File: src/tw_pkg.sv
// constants and types shared by the two-wire master transmitter
`default_nettype none
package tw_pkg;
    // ------------------------------------------------------------
    // register map, byte addresses
    // ------------------------------------------------------------
    localparam logic [7:0] ADDR_CONTROL = 8'h00; // two_wire_control
    localparam logic [7:0] ADDR_STATUS  = 8'h04; // bus_status_register
    localparam logic [7:0] ADDR_DATA    = 8'h08; // bus_data_register
    // ------------------------------------------------------------
    // control field positions
    // ------------------------------------------------------------
    localparam int BIT_FLAG  = 7; // step_done_flag
    localparam int BIT_ACKEN = 6; // ack_enable
    localparam int BIT_STA   = 5; // start_request
    localparam int BIT_STO   = 4; // stop_request
    localparam int BIT_WC    = 3; // write_collision_flag
    localparam int BIT_EN    = 2; // interface_enable
    localparam int BIT_IE    = 0; // step_irq_enable
    // ------------------------------------------------------------
    // status field positions and codes
    // ------------------------------------------------------------
    localparam int CODE_LSB  = 3; // code in bits 7..3
    localparam int PRESC_MSB = 1; // prescaler bits 1..0
    localparam logic [7:0] CODE_START  = 8'h08;
    localparam logic [7:0] CODE_RSTART = 8'h10;
    localparam logic [7:0] CODE_AW_ACK = 8'h18;
    localparam logic [7:0] CODE_AW_NAK = 8'h20;
    localparam logic [7:0] CODE_DT_ACK = 8'h28;
    localparam logic [7:0] CODE_DT_NAK = 8'h30;
    localparam logic [7:0] CODE_ARB    = 8'h38;
    localparam logic [7:0] CODE_AR_ACK = 8'h40;
    localparam logic [7:0] CODE_AR_NAK = 8'h48;
    localparam logic [7:0] CODE_IDLE   = 8'hf8;
    localparam logic [7:0] RESET_CTRL  = 8'h00;
    localparam logic [1:0] RESET_PRESC = 2'h0;
    // ------------------------------------------------------------
    // timing: one quarter of a bus bit
    // ------------------------------------------------------------
    localparam int CLK_NS     = 10;
    localparam int QUARTER_NS = 2500;
    localparam int QUARTER_CYC = (QUARTER_NS + CLK_NS - 1) / CLK_NS;
    localparam int LAST_BIT   = 8; // bit 8 is the acknowledge slot
    // ------------------------------------------------------------
    // sequencer phases
    // ------------------------------------------------------------
    typedef enum logic [2:0] {
        PH_IDLE, PH_FREE, PH_START, PH_BIT, PH_STOP, PH_HOLD
    } tw_phase_t;
endpackage : tw_pkg
`default_nettype wire

File: src/tw_master.sv
// two-wire master transmitter with apb register access
// Operation
// - start first; address write/read bit picks mode
// - unit works only while enable set
// - start waits until bus is free
// - start sent: flag set, code 0x08
// - writing one to flag clears it
// - address sent: flag, code 0x18/0x20/0x38
// - 0x18 address acked, 0x20 not acked
// - 0x28 data acked, 0x30 not acked
// - data write with flag low: ignored, collision
// - plain clear sends byte, samples acknowledge
// - clear with start sends repeated start
// - clear with stop: stop, stop bit cleared
// - clear with both: stop then start
// - repeated start reports 0x10, keeps bus
// - in 0x10 read address enters receive mode
// - arbitration lost 0x38; clear releases bus
// - in 0x38 clear with start restarts
// - flag set holds bus suspended
//
// Added by the designer: the address map and the APB slave port.
`default_nettype none
module tw_master (
    // clock and reset
    input  wire logic        clock,
    input  wire logic        rst_b,
    // apb slave
    input  wire logic        psel,
    input  wire logic        penable,
    input  wire logic        pwrite,
    input  wire logic [7:0]  paddr,
    input  wire logic [31:0] pwdata,
    output logic [31:0]      prdata,
    output logic             pready,
    output logic             pslverr,
    // two-wire bus, open drain
    input  wire logic        scl_in,
    output logic             scl_out,
    output logic             scl_oe_b,
    input  wire logic        sda_in,
    output logic             sda_out,
    output logic             sda_oe_b,
    // events
    output logic             irq,
    output logic             rx_mode_active
);
    import tw_pkg::*;
    // ------------------------------------------------------------
    // state record
    // ------------------------------------------------------------
    typedef struct packed {
        tw_phase_t   phase;    // sequencer phase
        logic [1:0]  q;        // quarter within a bit
        logic [3:0]  bitn;     // bit index, 8 is ack
        logic [7:0]  shreg;    // shift register
        logic        flag;     // step_done_flag
        logic        ack_en;   // ack_enable, stored only
        logic        start_column;      // start_request
        logic        stop_column;      // stop_request
        logic        wc;       // write_collision_flag
        logic        en;       // interface_enable
        logic        ie;       // step_irq_enable
        logic [1:0]  presc;    // prescaler bits, stored only
        logic [4:0]  code;     // status code bits 7..3
        logic [7:0]  data;     // bus_data_register
        logic        scl_low;  // pulling clock low
        logic        sda_low;  // pulling data low
        logic        rep;      // start is a repeated one
        logic        addr_ph;  // next byte is an address
        logic        owner;    // we own the bus
        logic        stop_sta; // start follows stop
        logic        rx_mode;  // address with read sent
        logic        busy;     // bus held by someone
        logic        sda_prev; // last clean data level
        logic [31:0] rdata;    // registered read data
        logic        serr;     // registered error answer
    } tw_state_t;
    tw_state_t s, next_s;
    // ------------------------------------------------------------
    // helpers
    // ------------------------------------------------------------
    logic scl_s;      // clean clock level
    logic sda_s;      // clean data level
    logic tick;       // quarter-bit pulse
    logic acc_wr;     // write takes effect
    logic wr_ctrl;    // control written
    logic clr_flag;   // flag cleared this cycle
    logic set_flag;   // flag set this cycle
    logic [7:0] wb;   // written byte
    logic [7:0] ctrl_rd;
    logic [7:0] stat_rd;
    tw_sync u_scl (
        .clock (clock),
        .rst_b (rst_b),
        .pin   (scl_in),
        .level (scl_s)
    );
    tw_sync u_sda (
        .clock (clock),
        .rst_b (rst_b),
        .pin   (sda_in),
        .level (sda_s)
    );
    tw_tick u_tick (
        .clock (clock),
        .rst_b (rst_b),
        .tick  (tick)
    );
    assign wb      = pwdata[7:0];
    assign acc_wr  = psel & penable & pwrite;
    assign wr_ctrl = acc_wr & (paddr == ADDR_CONTROL);
    assign clr_flag = wr_ctrl & wb[BIT_FLAG];
    // control and status as software sees them
    assign ctrl_rd = {s.flag, s.ack_en, s.start_column, s.stop_column, s.wc, s.en,
                      1'b0, s.ie};
    assign stat_rd = {s.code, 1'b0, s.presc};
    // ------------------------------------------------------------
    // next state
    // ------------------------------------------------------------
    always_comb begin
        next_s   = s;
        set_flag = 1'b0;
        // apb setup: latch read data for the access phase
        if (psel && !penable) begin
            next_s.serr  = 1'b0;
            next_s.rdata = 32'h0000_0000;
            unique case (paddr)
                ADDR_CONTROL: next_s.rdata = {24'h000000, ctrl_rd};
                ADDR_STATUS:  next_s.rdata = {24'h000000, stat_rd};
                ADDR_DATA:    next_s.rdata = {24'h000000, s.data};
                default:      next_s.serr  = 1'b1; // unmapped
            endcase
        end
        // control write, flag handled below
        if (wr_ctrl) begin
            next_s.ack_en = wb[BIT_ACKEN];
            next_s.start_column    = wb[BIT_STA];
            next_s.stop_column    = wb[BIT_STO];
            next_s.en     = wb[BIT_EN];
            next_s.ie     = wb[BIT_IE];
        end
        // status write keeps only the prescaler bits
        if (acc_wr && paddr == ADDR_STATUS) begin
            next_s.presc = wb[PRESC_MSB:0];
        end
        // data write only while flag high
        if (acc_wr && paddr == ADDR_DATA) begin
            if (s.flag) begin
                next_s.data = wb;
                next_s.wc   = 1'b0;
            end else begin
                next_s.wc   = 1'b1;
            end
        end
        // bus busy watch: start and stop seen on the wires
        next_s.sda_prev = sda_s;
        if (scl_s && s.sda_prev && !sda_s) begin
            next_s.busy = 1'b1;
        end else if (scl_s && !s.sda_prev && sda_s) begin
            next_s.busy = 1'b0;
        end
        // sequencer
        unique case (s.phase)
            PH_IDLE: begin
                next_s.scl_low = 1'b0;
                next_s.sda_low = 1'b0;
                if (s.en && s.start_column && !s.flag) begin
                    next_s.phase = PH_FREE;
                    next_s.rep   = 1'b0;
                end
            end
            PH_FREE: begin
                if (!s.busy) begin
                    next_s.phase = PH_START;
                    next_s.q     = 2'h0;
                end
            end
            PH_START: begin
                if (tick) begin
                    unique case (s.q)
                        2'h0: begin
                            next_s.sda_low = 1'b0;
                            next_s.q       = 2'h1;
                        end
                        2'h1: begin
                            next_s.scl_low = 1'b0;
                            if (scl_s && sda_s) begin
                                next_s.q = 2'h2;
                            end
                        end
                        2'h2: begin
                            next_s.sda_low = 1'b1; // start edge
                            next_s.q       = 2'h3;
                        end
                        2'h3: begin
                            next_s.scl_low = 1'b1;
                            next_s.owner   = 1'b1;
                            next_s.addr_ph = 1'b1;
                            next_s.rx_mode = 1'b0;
                            next_s.code    = s.rep ?
                                CODE_RSTART[7:CODE_LSB] :
                                CODE_START[7:CODE_LSB];
                            set_flag       = 1'b1;
                            next_s.phase   = PH_HOLD;
                        end
                    endcase
                end
            end
            PH_BIT: begin
                if (tick) begin
                    unique case (s.q)
                        2'h0: begin
                            next_s.sda_low = (s.bitn == 4'(LAST_BIT))
                                ? 1'b0 : !s.shreg[7];
                            next_s.q = 2'h1;
                        end
                        2'h1: begin
                            next_s.scl_low = 1'b0;
                            next_s.q       = 2'h2;
                        end
                        2'h2: begin
                            // wait out a slave holding the clock
                            if (scl_s) begin
                                next_s.q = 2'h3;
                                if (s.bitn == 4'(LAST_BIT)) begin
                                    // ack in bit 0, r/w bit in bit 1
                                    next_s.shreg = {s.shreg[6:0], sda_s};
                                end else if (!s.sda_low && !sda_s) begin
                                    // lost arbitration: let go
                                    next_s.scl_low = 1'b0;
                                    next_s.owner   = 1'b0;
                                    next_s.code    = CODE_ARB[7:CODE_LSB];
                                    set_flag       = 1'b1;
                                    next_s.phase   = PH_HOLD;
                                end else begin
                                    next_s.shreg = {s.shreg[6:0], sda_s};
                                end
                            end
                        end
                        2'h3: begin
                            next_s.scl_low = 1'b1;
                            next_s.q       = 2'h0;
                            if (s.bitn == 4'(LAST_BIT)) begin
                                set_flag       = 1'b1;
                                next_s.phase   = PH_HOLD;
                                next_s.addr_ph = 1'b0;
                                if (s.addr_ph && s.shreg[1]) begin
                                    next_s.rx_mode = 1'b1;
                                    next_s.code = s.shreg[0] ?
                                        CODE_AR_NAK[7:CODE_LSB] :
                                        CODE_AR_ACK[7:CODE_LSB];
                                end else if (s.addr_ph) begin
                                    next_s.code = s.shreg[0] ?
                                        CODE_AW_NAK[7:CODE_LSB] :
                                        CODE_AW_ACK[7:CODE_LSB];
                                end else begin
                                    next_s.code = s.shreg[0] ?
                                        CODE_DT_NAK[7:CODE_LSB] :
                                        CODE_DT_ACK[7:CODE_LSB];
                                end
                            end else begin
                                next_s.bitn = s.bitn + 4'h1;
                            end
                        end
                    endcase
                end
            end
            PH_STOP: begin
                if (tick) begin
                    unique case (s.q)
                        2'h0: begin
                            next_s.sda_low = 1'b1;
                            next_s.q       = 2'h1;
                        end
                        2'h1: begin
                            next_s.scl_low = 1'b0;
                            if (scl_s) begin
                                next_s.q = 2'h2;
                            end
                        end
                        2'h2: begin
                            next_s.sda_low = 1'b0; // stop edge
                            next_s.q       = 2'h3;
                        end
                        2'h3: begin
                            next_s.stop_column   = 1'b0;
                            next_s.owner = 1'b0;
                            next_s.rep   = 1'b0;
                            next_s.q     = 2'h0;
                            next_s.phase = s.stop_sta ? PH_FREE : PH_IDLE;
                        end
                    endcase
                end
            end
            PH_HOLD: begin
                // suspended: clock held low while we own it
                if (clr_flag && wb[BIT_EN]) begin
                    next_s.q = 2'h0;
                    if (!s.owner) begin
                        next_s.sda_low = 1'b0;
                        next_s.rep     = 1'b0;
                        next_s.phase   = wb[BIT_STA] ?
                            PH_FREE : PH_IDLE;
                    end else if (wb[BIT_STO]) begin
                        next_s.stop_sta = wb[BIT_STA];
                        next_s.phase    = PH_STOP;
                    end else if (wb[BIT_STA]) begin
                        next_s.rep   = 1'b1;
                        next_s.phase = PH_START;
                    end else if (!s.rx_mode) begin
                        next_s.shreg = s.data;
                        next_s.bitn  = 4'h0;
                        next_s.phase = PH_BIT;
                    end
                end
            end
            default: begin
                next_s.phase = PH_IDLE;
            end
        endcase
        // flag: a set in the same cycle beats the clear
        next_s.flag = (s.flag & !clr_flag) | set_flag;
        if (clr_flag && !set_flag) begin
            next_s.code = CODE_IDLE[7:CODE_LSB];
        end
        // disabled unit lets go of the bus at once
        if (!next_s.en) begin
            next_s.phase   = PH_IDLE;
            next_s.scl_low = 1'b0;
            next_s.sda_low = 1'b0;
            next_s.owner   = 1'b0;
            next_s.flag    = 1'b0;
            next_s.code    = CODE_IDLE[7:CODE_LSB];
        end
    end
    // ------------------------------------------------------------
    // state register
    // ------------------------------------------------------------
    always_ff @(posedge clock) begin
        if (!rst_b) begin
            s          <= '0;
            s.phase    <= PH_IDLE;
            s.code     <= CODE_IDLE[7:CODE_LSB];
            s.presc    <= RESET_PRESC;
            s.sda_prev <= 1'b1;
        end else begin
            s <= next_s;
        end
    end
    // ------------------------------------------------------------
    // outputs
    // ------------------------------------------------------------
    assign prdata   = s.rdata;
    assign pready   = 1'b1;
    assign pslverr  = s.serr & psel & penable;
    assign scl_out  = 1'b0;
    assign sda_out  = 1'b0;
    assign scl_oe_b = !s.scl_low;
    assign sda_oe_b = !s.sda_low;
    assign irq      = s.flag & s.ie;
    assign rx_mode_active = s.rx_mode;
endmodule : tw_master
`default_nettype wire

File: src/tw_sync.sv
// three-stage synchroniser for one pin, changes when stages agree
`default_nettype none
module tw_sync (
    // clock and reset
    input  wire logic clock,
    input  wire logic rst_b,
    // pin in, clean level out
    input  wire logic pin,
    output logic      level
);
    import tw_pkg::*;
    typedef struct packed {
        logic f1;   // first stage, read only by f2
        logic f2;   // second stage
        logic f3;   // third stage
        logic lvl;  // accepted level
    } tw_sync_t;
    tw_sync_t s, next_s;
    // ------------------------------------------------------------
    // next state
    // ------------------------------------------------------------
    always_comb begin
        next_s    = s;
        next_s.f1 = pin;
        next_s.f2 = s.f1;
        next_s.f3 = s.f2;
        if (s.f2 == s.f3) begin // accept once two stages agree
            next_s.lvl = s.f3;
        end
    end
    // state register, idle bus is high
    always_ff @(posedge clock) begin
        if (!rst_b) begin
            s <= '1;
        end else begin
            s <= next_s;
        end
    end
    assign level = s.lvl;
endmodule : tw_sync
`default_nettype wire

File: src/tw_tick.sv
// divider giving a one-cycle pulse every quarter bit
`default_nettype none
module tw_tick (
    // clock and reset
    input  wire logic clock,
    input  wire logic rst_b,
    // quarter-bit pulse
    output logic      tick
);
    import tw_pkg::*;
    localparam logic [15:0] TOP = 16'(QUARTER_CYC - 1);
    typedef struct packed {
        logic [15:0] cnt; // cycles into the quarter
        logic        pls; // pulse register
    } tw_tick_t;
    tw_tick_t s, next_s;
    // ------------------------------------------------------------
    // count and pulse
    // ------------------------------------------------------------
    always_comb begin
        next_s     = s;
        next_s.pls = (s.cnt == TOP);
        next_s.cnt = (s.cnt == TOP) ? 16'h0000 : s.cnt + 16'h0001;
    end
    always_ff @(posedge clock) begin
        if (!rst_b) begin
            s <= '0;
        end else begin
            s <= next_s;
        end
    end
    assign tick = s.pls;
endmodule : tw_tick
`default_nettype wire

File: config.mk
export PLATFORM = sky130hd
export DESIGN_NAME = tw_master
export DESIGN_NICKNAME = d
export VERILOG_FILES = /design/src/tw_pkg.sv /design/src/tw_master.sv /design/src/tw_sync.sv /design/src/tw_tick.sv
export SDC_FILE = /design/constraint.sdc
export NUM_CORES = 1
export LEC_CHECK = 0
export ABC_AREA = 1
export BUFFER_PORTS_ARGS = -buffer_cell sky130_fd_sc_hd__buf_2
export CORE_AREA = 2 2 93 95
export DETAILED_ROUTE_END_ITERATION = 12
export DIE_AREA = 0 0 95 97
export MAX_ROUTING_LAYER = met4
export PLACE_DENSITY = 0.79
export SLEW_MARGIN = 20
export SYNTH_ARGS = -nofsm -noshare
export SYNTH_HDL_FRONTEND = slang
export SYNTH_SLANG_ARGS = --single-unit
File: constraint.sdc
create_clock -name clock -period 1.85 [get_ports clock]
set_clock_uncertainty 0.15 [all_clocks]
set_input_delay 0.185 -clock clock [delete_from_list [all_inputs] [get_ports clock]]
set_output_delay 0.185 -clock clock [all_outputs]
set_load 0.05 [all_outputs]
==> qor.yml <==
outcome:
  status: "finished clean"
floorplan:
  die_x_um: 95
  initial_core_util_pct: 54.50
  core_area_mm2: 0.008134
  die_h_um: 97
  pin_count: 87
  num_rows: 33
  die-area_mm2: 0.009215
worst_setup_path:
  endpoint_kind: "register"
  startpoint_type: "input pin"
  worstSetupPathType: "input pin to register"
  arrival_ps: 1920
  crit_fanout: 4
  regToRegSetupSlack_ps: 90
  critPathRequiredTime_ps: 1990
synth:
  yosys.area_share.simple_pct: 34.35
  synth_mux_area_share_pct: 0
  syn_area_per_cell_um2: 6.737
  synth_edf_count: 0
  ys_ff_latch: 82
  ys_async_sr_fraction_pct: 0
  postSynthCellCount: 658
  yosysSeqAreaShare_pct: 37.03
  ys.flop_type: "dfxtp_1"
  synth_warnings: 0
  synth_area_mm2: 0.004433
  synth_compound_area_share_pct: 11.21
  synth_top_family_by_area: "simple AND/OR/NAND/NOR gates"
  synth-adder-area-share_pct: 2.822
  synth_cell_types: 35
  synth-xor-area-share_pct: 1.778
job:
  cap_violations: 0
sta:
  tns_ps: 0
  hold_viol: 0
  period_share_pct: 96.30
  slew_viol_final: 0
  rsz0062_at_grt: "true"
  setup_viol: 0
  max_freq_mhz: 561.3
  final.min_clock_period_ps: 1782
min_path:
  hold_path_class: "input pin to register"
power:
  switchingPower_mw: 0.8442
  p_seq_share_pct: 53.8
  p_int_mw: 2.462
  clkPwrFrac_pct: 38.2
  irDropWorstVdd_mv: 0.5025
  power_frac_comb_pct: 8.0
  leakage_nw: 2.357
  powerDensity_mw_per_mm2: 613.3
  p_sw_share_pct: 25.53
routing:
  drc: 0
  first_pass_iters: 5
  drt-initial-drc-count: 279
  wl_per_cell_um: 13.27
  drt_wl_total_um: 11330
  avgViaCountPerCell: 5.062
  ant_nets: 0
  num_vias: 4323
layout:
  final_nets: 801
  instances_no_fill: 854
  synthToLayoutAreaGrowth_pct: 21.62
  diodes: 0
  final_area_mm2: 0.005391
  drive_above_1_share_pct: 22.43
grt:
  grt_pass1_vias: 3767
  grtUsageTotal_pct: 25.02
  grt_max_degree: 33
  grt-ovfl-total: 0
  grt_pass1_wl_um: 17800
  antenna_found_initial: 0
cts:
  clk_pin_slew_ps: 80
  root_buffer: "clkbuf_8"
  clk_latency_ps: 350
  clock_sinks: 82
  cts_tree: "done"
  clockBufferDepth: 2
  cts_buffers: 9
  h-tree-depth: 3
place:
  finalWeightedCongestion: 0.9543
  place_inst: 818
  hpwl_um: 8261
  place_area_mm2: 0.004823
  io_buffers: 35
-- final cells by class --
| type | count | area [um^2] |
|---|---|---|
| clock buffer | 12 | 135.1 |
| fill | 731 | 2743 |
| multi-input combinational | 492 | 2491 |
| inverter | 65 | 252.7 |
| clock inverter | 4 | 52.55 |
| timing repair buffer | 94 | 669.4 |
| sequential | 82 | 1659 |
| tap | 105 | 131.4 |
-- cells by family after synthesis --
| group | Yosys count |
|---|---|
| xor gates and xnor gates | 9 |
| adders and majority gates | 10 |
| AOI/OAI and AO/OA | 91 |
| and+or+nand+nor | 354 |
| buffers and inverters | 110 |
| other | 2 |
| DFF | 82 |
-- flip-flops by register name, summed over array words and instances (netlist names) --
register,cells
u_scl.s,1
u_scl.next_s,2
u_tick.tick,1
u_scl.level,1
u_sda.next_s,2
u_sda.s,1
s,41
ctrl_rd,7
u_sda.level,1
rx_mode_active,1
prdata,8
u_tick.s,16
-- metrics by stage --
stage	hold slack [ps]	power, mW	utilization [%]	worst slack (ps)
4_1_cts	111.7	3.339	63.48	8.791
3_3_place_gp	219.0	2.064	59.30	-50.96
6_report	119.2	3.307	66.28	68.39
3_5_place_dp	223.5	2.067	59.30	-80.51
2_1_floorplan	141.6	2.049	-	177.6
5_1_grt	128.7	3.448	66.28	-18.18
-- synthesized netlist by cell type (4+ instances only) --
cell,instances,area (um^2)
dfxtp_1,82,1642
ha_1,10,125.1
a21oi_1,40,200.2
o211ai_1,4,30.03
inv_1,60,225.2
xor2_1,7,61.31
or2_2,9,56.30
nand2_1,164,615.6
nand4_1,9,56.30
clkbuf_1,6,22.52
nor4_1,4,25.02
nand3_1,47,235.2
nor2_1,97,364.1
nor3_1,10,50.05
nand2_2,6,37.54
o21ai_0,33,165.2
buf_4,37,277.8
-- critical path: stages --
cell           delay [ps]
dlygate4sd3_1         650
inv_2                 110
nand2_2                80
o21ai_2               180
nand3_4               100
buf_4                 140
nor2_2                 90
buf_4                 140
nand4_1                80
a21oi_1               150
-- power by group through the flow --
stage | combinational [mW] | sequential (mW) | clock, mW
6_report | 0.264 | 1.78 | 1.26
5_1_grt | 0.283 | 1.78 | 1.38
4_1_cts | 0.260 | 1.78 | 1.30
3_5_place_dp | 0.242 | 1.83 | 0
3_3_place_gp | 0.239 | 1.82 | 0
2_1_floorplan | 0.225 | 1.82 | 0
-- path summary, 6_finish.rpt --
path,startpoint,to,depth (start not counted)
max,pwdata[4],s[74]$_SDFFE_PN0P_,10
min,penable,prdata[0]$_SDFFE_PN0P_,5
max reg2reg,s[79]$_SDFFE_PN0P_,s[69]$_SDFFE_PN0P_,9
min reg2reg,u_scl.next_s[2]$_SDFF_PN1_,u_scl.next_s[1]$_SDFF_PN1_,1
-- placed cells by master, fill, tap and decap left out, types with 7 or more instances in the layout --
cell | synthesis | final
or2_2 | 9 | 9
inv_1 | 60 | 54
nor2_4 | 3 | 7
buf_4 | 37 | 48
nand2_2 | 6 | 10
nand2_1 | 164 | 158
nand4_1 | 9 | 9
nor2_1 | 97 | 87
nor3_1 | 10 | 9
clkbuf_8 | 0 | 9
a21oi_1 | 40 | 38
dfxtp_1 | 82 | 74
nand3_1 | 47 | 40
buf_2 | 2 | 33
ha_1 | 10 | 8
conb_1 | 2 | 27
inv_2 | 2 | 7
dlygate4sd3_1 | 0 | 10
o21ai_0 | 33 | 27
nor2_2 | 2 | 8
o21ai_1 | 3 | 7
xor2_1 | 7 | 7
-- per-layer routing --
layer | track usage, % | share of wire, % | wire length (um) | vias up
li1 | - | - | - | 2232
met1 | 34.25 | 46 | 5173 | 1935
met5 | - | 0 | 0 | -
met2 | 37.04 | 46 | 5239 | 133
met4 | 7.804 | 2.3 | 255 | 0
met3 | 5.218 | 5.9 | 666 | 23
-- timing repair --
action / CTS / global route
endpoints found under the setup margin: 18 / 29
hold endpoints to repair: 16 / 0
gates resized for setup: 6 / 62
hold buffers: 11 / 0
pin swaps: 1 / 13
setup buffers: 3 / 7
cloned: 0 / 1
No activity file was read; power rests on OpenSTA's default activity.
